**config.mk**
```make
export PLATFORM = sky130hd
export DESIGN_NAME = acl_top
export DESIGN_NICKNAME = d
export VERILOG_FILES = /design/src/acl_pkg.sv /design/src/acl_clkdiv.sv /design/src/acl_sar.sv /design/src/acl_top.sv
export SDC_FILE = /design/constraint.sdc
export NUM_CORES = 1
export LEC_CHECK = 0
export ABC_AREA = 1
export BUFFER_PORTS_ARGS = -buffer_cell sky130_fd_sc_hd__buf_4
export CAP_MARGIN = 20
export CELL_PAD_IN_SITES_DETAIL_PLACEMENT = 1
export CELL_PAD_IN_SITES_GLOBAL_PLACEMENT = 2
export CORE_MARGIN = 2
export CORE_UTILIZATION = 33
export DETAILED_ROUTE_END_ITERATION = 8
export PLACE_DENSITY_LB_ADDON = 0.1
export SLEW_MARGIN = 15
export SYNTH_ARGS = -nofsm -noshare
export SYNTH_HDL_FRONTEND = slang
export SYNTH_SLANG_ARGS = --single-unit
```
**constraint.sdc**
```tcl
create_clock -name pclk -period 1.9 [get_ports pclk]
set_input_delay 0.19 -clock pclk [delete_from_list [all_inputs] [get_ports pclk]]
set_output_delay 0.19 -clock pclk [all_outputs]
set_load 0.01 [all_outputs]
```
**src/acl_pkg.sv**
```systemverilog
// Constants, types and helpers shared by the converter control logic.
package acl_pkg;

  localparam int        RES_W         = 12;
  localparam int        SAMPLE_TICKS  = 4;
  localparam int        CONV_TICKS    = 16;

  localparam logic [7:0] OFS_RES_LO   = 8'h00;
  localparam logic [7:0] OFS_RES_HI   = 8'h04;
  localparam logic [7:0] OFS_CTRL     = 8'h08;
  localparam logic [7:0] OFS_CLKSEL   = 8'h0c;
  localparam logic [7:0] OFS_IRQ_STAT = 8'h10;
  localparam logic [7:0] OFS_IRQ_MASK = 8'h14;

  localparam int        RES_LO_LSB    = 4;
  localparam int        IRQ_DONE_BIT  = 0;

  localparam logic [7:0] CTRL_RST     = 8'h40;
  localparam logic [7:0] CLKSEL_RST   = 8'h00;
  localparam logic [7:0] IRQ_MASK_RST = 8'h00;

  localparam logic [4:0] DIV2_LAST    = 5'h01;
  localparam logic [4:0] DIV8_LAST    = 5'h07;
  localparam logic [4:0] DIV32_LAST   = 5'h1f;

  typedef enum logic [2:0] {
    DIV_BY_2  = 3'b000,
    DIV_BY_8  = 3'b001,
    DIV_BY_32 = 3'b010,
    DIV_UNDEF = 3'b011
  } acl_div_e;

  typedef enum logic [1:0] {
    SAR_IDLE   = 2'b00,
    SAR_SAMPLE = 2'b01,
    SAR_CONV   = 2'b10
  } acl_sar_e;

  typedef struct packed {
    logic       start;
    logic       end_of_conversion_flag_n;
    logic [2:0] pin_config_field;
    logic [2:0] channel_select_field;
  } acl_ctrl_s;

  typedef struct packed {
    logic       converter_power_off;
    logic [3:0] unused;
    logic [2:0] div_code;
  } acl_clksel_s;

  // Code k makes pins 0..k-1 analog; code 7 takes all eight.
  function automatic logic [7:0] pin_mask(input logic [2:0] cfg);
    logic [8:0] m;
    m = (cfg == 3'h7) ? 9'h0ff : ((9'h001 << cfg) - 9'h001);
    return m[7:0];
  endfunction : pin_mask

  function automatic logic [7:0] one_hot(input logic [2:0] sel);
    return 8'h01 << sel;
  endfunction : one_hot

endpackage : acl_pkg

```
**src/acl_clkdiv.sv**
```systemverilog
// Conversion clock divider producing a one-cycle enable pulse.
`timescale 1ns/1ps
module acl_clkdiv (
  // Clock and reset
  input  wire logic       pclk,
  input  wire logic       presetn,
  // Control
  input  wire logic       run,
  input  wire logic [2:0] div_code,
  // Enable pulse at the conversion clock rate
  output logic            tick
);

  logic [4:0] cnt_reg;
  logic [4:0] last;
  logic       valid;

  always_comb begin
    valid = 1'b1;
    case (acl_pkg::acl_div_e'(div_code))
      acl_pkg::DIV_BY_2:  last = acl_pkg::DIV2_LAST;
      acl_pkg::DIV_BY_8:  last = acl_pkg::DIV8_LAST;
      acl_pkg::DIV_BY_32: last = acl_pkg::DIV32_LAST;
      default: begin
        // Undefined codes give no conversion clock at all.
        last  = acl_pkg::DIV32_LAST;
        valid = 1'b0;
      end
    endcase
  end

  always_ff @(posedge pclk or negedge presetn) begin
    if (!presetn) begin
      cnt_reg <= 5'h00;
      tick    <= 1'b0;
    end else if (!run || !valid) begin
      cnt_reg <= 5'h00;
      tick    <= 1'b0;
    end else begin
      tick    <= (cnt_reg >= last);
      cnt_reg <= (cnt_reg >= last) ? 5'h00 : cnt_reg + 5'h01;
    end
  end

endmodule : acl_clkdiv

```
**src/acl_sar.sv**
```systemverilog
// Successive approximation sequencer paced by the conversion clock.
`timescale 1ns/1ps
module acl_sar (
  // Clock and reset
  input  wire logic                   pclk,
  input  wire logic                   presetn,
  // Control
  input  wire logic                   clear,
  input  wire logic                   go,
  input  wire logic                   tick,
  input  wire logic                   cmp_hi,
  // Converter drive and result
  output logic                        sampling,
  output logic [acl_pkg::RES_W-1:0]   dac_code,
  output logic [acl_pkg::RES_W-1:0]   result,
  output logic                        done
);

  acl_pkg::acl_sar_e              state_reg;
  logic [3:0]                     cnt_reg;
  logic [3:0]                     bidx;
  logic [acl_pkg::RES_W-1:0]      trial_next;

  // Keep the trial bit if the input is at or above the trial level.
  always_comb begin
    bidx       = 4'hf - cnt_reg;
    trial_next = dac_code;
    trial_next[bidx] = cmp_hi;
    if (bidx != 4'h0) begin
      trial_next[bidx - 4'h1] = 1'b1;
    end
  end

  always_ff @(posedge pclk or negedge presetn) begin
    if (!presetn) begin
      state_reg <= acl_pkg::SAR_IDLE;
      cnt_reg   <= 4'h0;
      sampling  <= 1'b0;
      dac_code  <= 12'h000;
      result    <= 12'h000;
      done      <= 1'b0;
    end else if (clear) begin
      state_reg <= acl_pkg::SAR_IDLE;
      cnt_reg   <= 4'h0;
      sampling  <= 1'b0;
      dac_code  <= 12'h000;
      done      <= 1'b0;
    end else begin
      done <= 1'b0;
      case (state_reg)
        acl_pkg::SAR_IDLE: begin
          if (go) begin
            state_reg <= acl_pkg::SAR_SAMPLE;
            cnt_reg   <= 4'h0;
            sampling  <= 1'b1;
            dac_code  <= 12'h000;
          end
        end
        acl_pkg::SAR_SAMPLE: begin
          if (tick) begin
            cnt_reg <= cnt_reg + 4'h1;
            if (cnt_reg == 4'(acl_pkg::SAMPLE_TICKS - 1)) begin
              state_reg <= acl_pkg::SAR_CONV;
              sampling  <= 1'b0;
              dac_code  <= 12'h800;
            end
          end
        end
        acl_pkg::SAR_CONV: begin
          if (tick) begin
            cnt_reg  <= cnt_reg + 4'h1;
            dac_code <= trial_next;
            if (cnt_reg == 4'(acl_pkg::CONV_TICKS - 1)) begin
              state_reg <= acl_pkg::SAR_IDLE;
              result    <= trial_next;
              done      <= 1'b1;
            end
          end
        end
        default: state_reg <= acl_pkg::SAR_IDLE;
      endcase
    end
  end

endmodule : acl_sar

```
**src/acl_top.sv**
```systemverilog
// Converter control block: APB registers, start handshake, power, pins.
`timescale 1ns/1ps
module acl_top (
  // Clock and reset
  input  wire logic        pclk,
  input  wire logic        presetn,
  // APB slave
  input  wire logic        psel,
  input  wire logic        penable,
  input  wire logic        pwrite,
  input  wire logic [7:0]  paddr,
  input  wire logic [31:0] pwdata,
  output logic [31:0]      prdata,
  output logic             pready,
  output logic             pslverr,
  // Interrupt
  output logic             irq,
  // Analog front end
  input  wire logic        cmp_in,
  output logic [7:0]       channel_route,
  output logic [7:0]       analog_pin_en,
  output logic             converter_power_on,
  output logic             converter_reset,
  output logic             sample_hold,
  output logic [11:0]      dac_code
);

  acl_pkg::acl_ctrl_s   ctrl_reg;
  acl_pkg::acl_clksel_s clksel_reg;
  logic [7:0]           res_lo_reg;
  logic [7:0]           res_hi_reg;
  logic [7:0]           irq_stat_reg;
  logic [7:0]           irq_mask_reg;
  logic [7:0]           stat_seen_reg;
  logic                 cmp_meta_reg;
  logic                 cmp_sync_reg;
  logic                 go_reg;

  logic                 access;
  logic                 commit;
  logic                 first_access;
  logic                 mapped;
  logic                 wr_ctrl;
  logic                 wr_clksel;
  logic                 wr_mask;
  logic                 rd_stat;
  logic                 start_rise;
  logic                 start_fall;
  logic                 powered;
  logic                 tick;
  logic                 done;
  logic                 sampling;
  logic [11:0]          sar_dac;
  logic [11:0]          sar_result;
  logic [7:0]           rd_mux;

  // Bus decode.
  assign access = psel & penable;
  assign commit = access & pready;

  always_comb begin
    mapped = 1'b1;
    case (paddr)
      acl_pkg::OFS_RES_LO:   rd_mux = res_lo_reg;
      acl_pkg::OFS_RES_HI:   rd_mux = res_hi_reg;
      acl_pkg::OFS_CTRL:     rd_mux = ctrl_reg;
      acl_pkg::OFS_CLKSEL:   rd_mux = clksel_reg;
      acl_pkg::OFS_IRQ_STAT: rd_mux = irq_stat_reg;
      acl_pkg::OFS_IRQ_MASK: rd_mux = irq_mask_reg;
      default: begin
        rd_mux = 8'h00;
        mapped = 1'b0;
      end
    endcase
  end

  assign wr_ctrl   = commit & pwrite & (paddr == acl_pkg::OFS_CTRL);
  assign wr_clksel = commit & pwrite & (paddr == acl_pkg::OFS_CLKSEL);
  assign wr_mask   = commit & pwrite & (paddr == acl_pkg::OFS_IRQ_MASK);
  assign rd_stat   = commit & !pwrite & (paddr == acl_pkg::OFS_IRQ_STAT);

  // Power follows the pin field and the power-off bit alike.
  assign powered = (ctrl_reg.pin_config_field != 3'h0) &
                   !clksel_reg.converter_power_off;

  // Start edges are seen on the written value against the held one.
  assign start_rise = wr_ctrl & pwdata[7] & !ctrl_reg.start;
  assign start_fall = wr_ctrl & !pwdata[7] & ctrl_reg.start;

  // One wait state lets read data come straight from a flop.
  assign first_access = access & !pready;

  always_ff @(posedge pclk or negedge presetn) begin
    if (!presetn) begin
      pready <= 1'b0;
    end else begin
      pready <= first_access;
    end
  end

  always_ff @(posedge pclk or negedge presetn) begin
    if (!presetn) begin
      prdata <= 32'h0000_0000;
    end else if (first_access) begin
      prdata <= {24'h00_0000, rd_mux};
    end
  end

  always_ff @(posedge pclk or negedge presetn) begin
    if (!presetn) begin
      pslverr <= 1'b0;
    end else if (first_access) begin
      pslverr <= !mapped;
    end else if (!access) begin
      pslverr <= 1'b0;
    end
  end

  // The status snapshot marks which bits the pending read will clear.
  always_ff @(posedge pclk or negedge presetn) begin
    if (!presetn) begin
      stat_seen_reg <= 8'h00;
    end else if (first_access) begin
      stat_seen_reg <= irq_stat_reg;
    end
  end

  // Software fields of the control register.
  always_ff @(posedge pclk or negedge presetn) begin
    if (!presetn) begin
      ctrl_reg.start                <= acl_pkg::CTRL_RST[7];
      ctrl_reg.pin_config_field     <= acl_pkg::CTRL_RST[5:3];
      ctrl_reg.channel_select_field <= acl_pkg::CTRL_RST[2:0];
    end else if (wr_ctrl) begin
      ctrl_reg.start                <= pwdata[7];
      ctrl_reg.pin_config_field     <= pwdata[5:3];
      ctrl_reg.channel_select_field <= pwdata[2:0];
    end
  end

  // Bits 6..3 of the clock select register always read zero.
  always_ff @(posedge pclk or negedge presetn) begin
    if (!presetn) begin
      clksel_reg <= acl_pkg::CLKSEL_RST;
    end else if (wr_clksel) begin
      clksel_reg.converter_power_off <= pwdata[7];
      clksel_reg.unused              <= 4'h0;
      clksel_reg.div_code            <= pwdata[2:0];
    end
  end

  // Mask bit 0 gates the conversion-done interrupt.
  always_ff @(posedge pclk or negedge presetn) begin
    if (!presetn) begin
      irq_mask_reg <= acl_pkg::IRQ_MASK_RST;
    end else if (wr_mask) begin
      irq_mask_reg <= pwdata[7:0];
    end
  end

  // End-of-conversion flag: a start rise while powered forces it high;
  // a finished conversion drops it. A powered-down start does nothing.
  always_ff @(posedge pclk or negedge presetn) begin
    if (!presetn) begin
      ctrl_reg.end_of_conversion_flag_n <= acl_pkg::CTRL_RST[6];
    end else if (start_rise && powered) begin
      ctrl_reg.end_of_conversion_flag_n <= 1'b1;
    end else if (done) begin
      ctrl_reg.end_of_conversion_flag_n <= 1'b0;
    end
  end

  // A conversion is launched by the falling half of the start pulse.
  always_ff @(posedge pclk or negedge presetn) begin
    if (!presetn) begin
      go_reg <= 1'b0;
    end else begin
      go_reg <= start_fall & powered;
    end
  end

  // Comparator pin is asynchronous to pclk. The answer to a new trial
  // code arrives three cycles late, so the fastest clock code leaves
  // too little time per bit at this system clock.
  always_ff @(posedge pclk or negedge presetn) begin
    if (!presetn) begin
      cmp_meta_reg <= 1'b0;
      cmp_sync_reg <= 1'b0;
    end else begin
      cmp_meta_reg <= cmp_in;
      cmp_sync_reg <= cmp_meta_reg;
    end
  end

  acl_clkdiv u_clkdiv (
    .pclk     (pclk),
    .presetn  (presetn),
    .run      (powered),
    .div_code (clksel_reg.div_code),
    .tick     (tick)
  );

  // Held in reset while start is high or power is off.
  acl_sar u_sar (
    .pclk     (pclk),
    .presetn  (presetn),
    .clear    (ctrl_reg.start | !powered),
    .go       (go_reg),
    .tick     (tick),
    .cmp_hi   (cmp_sync_reg),
    .sampling (sampling),
    .dac_code (sar_dac),
    .result   (sar_result),
    .done     (done)
  );

  // Result bytes change only when a conversion completes.
  always_ff @(posedge pclk or negedge presetn) begin
    if (!presetn) begin
      res_hi_reg <= 8'h00;
      res_lo_reg <= 8'h00;
    end else if (done) begin
      res_hi_reg <= sar_result[11:4];
      res_lo_reg <= {sar_result[3:0], 4'h0};
    end
  end

  // Sticky status, cleared by a read; a new event wins over the clear.
  // Only bits that the read returned are cleared, so none is lost.
  always_ff @(posedge pclk or negedge presetn) begin
    if (!presetn) begin
      irq_stat_reg <= 8'h00;
    end else begin
      irq_stat_reg <= (rd_stat ? (irq_stat_reg & ~stat_seen_reg)
                               : irq_stat_reg)
                      | {7'h00, done};
    end
  end

  always_ff @(posedge pclk or negedge presetn) begin
    if (!presetn) begin
      irq <= 1'b0;
    end else begin
      irq <= |(irq_stat_reg & irq_mask_reg);
    end
  end

  // Analog pin and converter drive, all from flops.
  always_ff @(posedge pclk or negedge presetn) begin
    if (!presetn) begin
      channel_route <= 8'h00;
    end else if (powered) begin
      channel_route <=
          acl_pkg::one_hot(ctrl_reg.channel_select_field);
    end else begin
      channel_route <= 8'h00;
    end
  end

  // Enabled pins override port direction and drop the pull-up.
  always_ff @(posedge pclk or negedge presetn) begin
    if (!presetn) begin
      analog_pin_en <= 8'h00;
    end else begin
      analog_pin_en <=
          acl_pkg::pin_mask(ctrl_reg.pin_config_field);
    end
  end

  // Power reaches the front end one cycle after the register write.
  always_ff @(posedge pclk or negedge presetn) begin
    if (!presetn) begin
      converter_power_on <= 1'b0;
    end else begin
      converter_power_on <= powered;
    end
  end

  // Reset follows start only while powered, so a cut supply wins.
  always_ff @(posedge pclk or negedge presetn) begin
    if (!presetn) begin
      converter_reset <= 1'b0;
    end else begin
      converter_reset <= ctrl_reg.start & powered;
    end
  end

  always_ff @(posedge pclk or negedge presetn) begin
    if (!presetn) begin
      sample_hold <= 1'b0;
    end else begin
      sample_hold <= sampling;
    end
  end

  always_ff @(posedge pclk or negedge presetn) begin
    if (!presetn) begin
      dac_code <= 12'h000;
    end else begin
      dac_code <= sar_dac;
    end
  end

endmodule : acl_top

```
==> results.ini <==
[outcome]
run_status=finished clean

[synthesis]
synth_xor_area_share_pct=0.418
synth_compound_area_share_pct=8.18
syn_area_sq_um=6280
yosys.area_share.simple_pct=25.2
synthCells=753
synth_top_family_by_area=simple AND/OR/NAND/NOR gates
synth_edf_count=0
yosys_register_bits=131
muxShareOfSynthArea_pct=0.358
async_reset_ff_share_pct=100
yosys_warnings=0
ys_types=40
syn_area_per_cell_sq_um=8.35
synth_ff_type=dfrtp_1
synth-adder-area-share_pct=2.79
yosysSeqAreaShare_pct=52.2

[sta]
maxSlewViolCount=0
setup_viol_count_final=0
max-slew-margin-rel_pct=52.7
fin_skew_ns=0.00846
rsz0062_at_grt=no
whs_ns=0.00901
finalCritPeriodShare_pct=90.3
worst_pin_slew_ns=0.709
final_hold_viol_count=0
min_period_ns=1.72
worst_slack_ns=0.185
max_freq_ghz=0.583

[cts]
cts.path.max_buffers=2
cts-root-buf=clkbuf_16
cts_setup_buffers=0
cts_sinks=131
clk_pin_slew_ns=0.06
cts_tree=done
cts_buffers=17
htree_num_levels=4
insertion_delay_ns=0.42

[routing]
wire_per_inst_um=15.0
dr.pass1.iters=4
drtIter0Drc=195
wl_um=16100
antenna_left=0
drc=0
viasPerCell=4.65
via_count=5012

[floorplan]
die_h_um=142
core-area_sq_um=18700
dieWidth_um=142
die_area_sq_um=20200
core.rowCount=50
io_pins=112
start_util_pct=33.6

[global_routing]
grt_max_degree=54
grt_pass1_wl_um=26800
track_usage_pct=17.2
grt_antenna_before_repair=0
grt_pass1_vias=5257
grt-ovfl-total=0

[worst_setup_path]
worstSetupStartpointType=flop
worstPathArrival_ns=2.08
crit_fanout=12
cp.required_ns=2.26
crit_path_end_kind=flop
crit_type=flop to flop

[finish]
final_util_pct=41.1
fill_cells=2274
drive_above_1_share_pct=16.8
top_regs=dac_code (12), u_sar.dac_code (12), u_sar.result (12)
area_delta_synth_final_pct=22.2
num-nets-final=893
diodes=0
multiInputGateArea_sq_um=2440
register_area_sq_um=3280

[place]
globalplace.congestion=0.802
io_buffers=63
dp_slack_ns=-0.0170
dp_hpwl_um=11900

[worst_hold_path]
min_path_type=primary input to flop

[power_and_ir_drop]
powerDensity_nw_per_um2=884
leakagePower_uw=0.00413
total_power_uw=6790
peakVddDrop_mv=0.595

[run]
drv_cap=0

## synthesized netlist by cell type, types with 2 or more instances
cell | instances | area (sq um)
o21ai_1 | 9 | 45.0
o22ai_1 | 3 | 18.8
buf_4 | 27 | 203
nand3_2 | 3 | 30.0
nor2_2 | 6 | 37.5
a221oi_1 | 2 | 17.5
a21oi_1 | 28 | 140
buf_2 | 7 | 35.0
mux2_2 | 2 | 22.5
nor2_4 | 2 | 22.5
nor4_1 | 2 | 12.5
clkbuf_1 | 7 | 26.3
nand2_2 | 6 | 37.5
nand4_1 | 5 | 31.3
nor3_1 | 3 | 15.0
inv_2 | 4 | 15.0
xor2_1 | 2 | 17.5
nand3_1 | 69 | 345
ha_1 | 14 | 175
nor2_1 | 57 | 214
dfrtp_1 | 130 | 3250
inv_1 | 100 | 375
o21ai_0 | 52 | 260
nand2_1 | 197 | 739
## layer usage
layer	up-vias	global-route usage [%]	share of wire [%]
li1	2480	-	-
met3	17	4.04	3.1
met2	75	30.2	51
met1	2440	20.8	44
met4	0	5.47	1.4
met5	-	0	0
## cell type report
class / instances / share of cell area, %
Sequential cell: 131 / 42.7
Tap cell: 234 / 3.81
Multi-Input combinational cell: 497 / 31.8
Inverter: 105 / 5.13
Clock inverter: 11 / 2.09
Timing Repair Buffer: 81 / 8.65
Clock buffer: 20 / 5.82
## worst paths after layout
check / depth (start not counted) / slack [ns] / startpoint / to
setup reg to reg: 10 / 0.18 / u_sar.state_reg[1] / u_sar.dac_code[0]
hold reg to reg: 0 / 0.36 / cmp_meta_reg / cmp_sync_reg
hold / removal: 3 / 0.009 / pwdata[5] / ctrl_reg[5]
setup / recovery: 10 / 0.18 / u_sar.state_reg[1] / u_sar.dac_code[0]
min in group asynchronous: 2 / 0.23 / presetn / ctrl_reg[1]
max in group asynchronous: 3 / 0.98 / presetn / ctrl_reg[6]
## report_power, final
group | internal (uW) | switching [uW]
Sequential | 2870 | 73.5
Clock | 2210 | 1190
Combinational | 160 | 286
Total | 5240 | 1550
## cells by family after synthesis
kind of cell             Yosys count
multiplexers                       2
adder cells (fa/ha/maj)           14
AO/OA/AOI/OAI                     97
other                              1
buffers and inverters            148
flip-flops                       131
XOR/XNOR                           3
AND/OR/NAND/NOR                  357
## critical path, stage by stage (launching register included)
cell and delay [ns]:
dfrtp_1 0.39, inv_1 0.10, ha_1 0.24, inv_1 0.13
nor2_1 0.09, o21ai_2 0.23, nand2_2 0.10, nor2_4 0.11
buf_12 0.15, nand2_1 0.06, nand2_1 0.05
## per-stage QoR
| stage | cells | TNS, ns | area [sq um] |
|---|---|---|---|
| after floorplan | 776 | 0 | 6370 |
| after global placement | 1042 | 0 | 6980 |
| after detailed placement | 1042 | -0.0358 | 6980 |
| after CTS | 1078 | 0 | 7650 |
| after global routing | 1079 | 0 | 7680 |
| final | 1079 | 0 | 7680 |
## placed cells by master, fill, tap and decap left out, types with 3 or more instances in the layout
| master | n |
|---|---|
| inv_2 | 5 |
| nand3_1 | 68 |
| o21ai_1 | 9 |
| dfrtp_1 | 130 |
| bufinv_16 | 4 |
| nand2_2 | 6 |
| conb_1 | 24 |
| o21ai_0 | 52 |
| nand4_1 | 5 |
| o22ai_1 | 3 |
| inv_1 | 99 |
| nand2_1 | 197 |
| nand3_2 | 3 |
| clkinv_2 | 5 |
| a21oi_1 | 28 |
| nor2_1 | 55 |
| clkbuf_16 | 17 |
| nor2_2 | 8 |
| buf_12 | 3 |
| buf_4 | 71 |
| ha_1 | 13 |
| dlygate4sd3_1 | 6 |
## what timing repair did
action                     4_1_cts  5_1_grt
pin swaps                        0        1
hold buffers                     5        1
resized for setup                2        6
hold endpoints to repair        37        1
setup endpoints to repair       13       26
No activity file was read; power rests on OpenSTA's default activity.
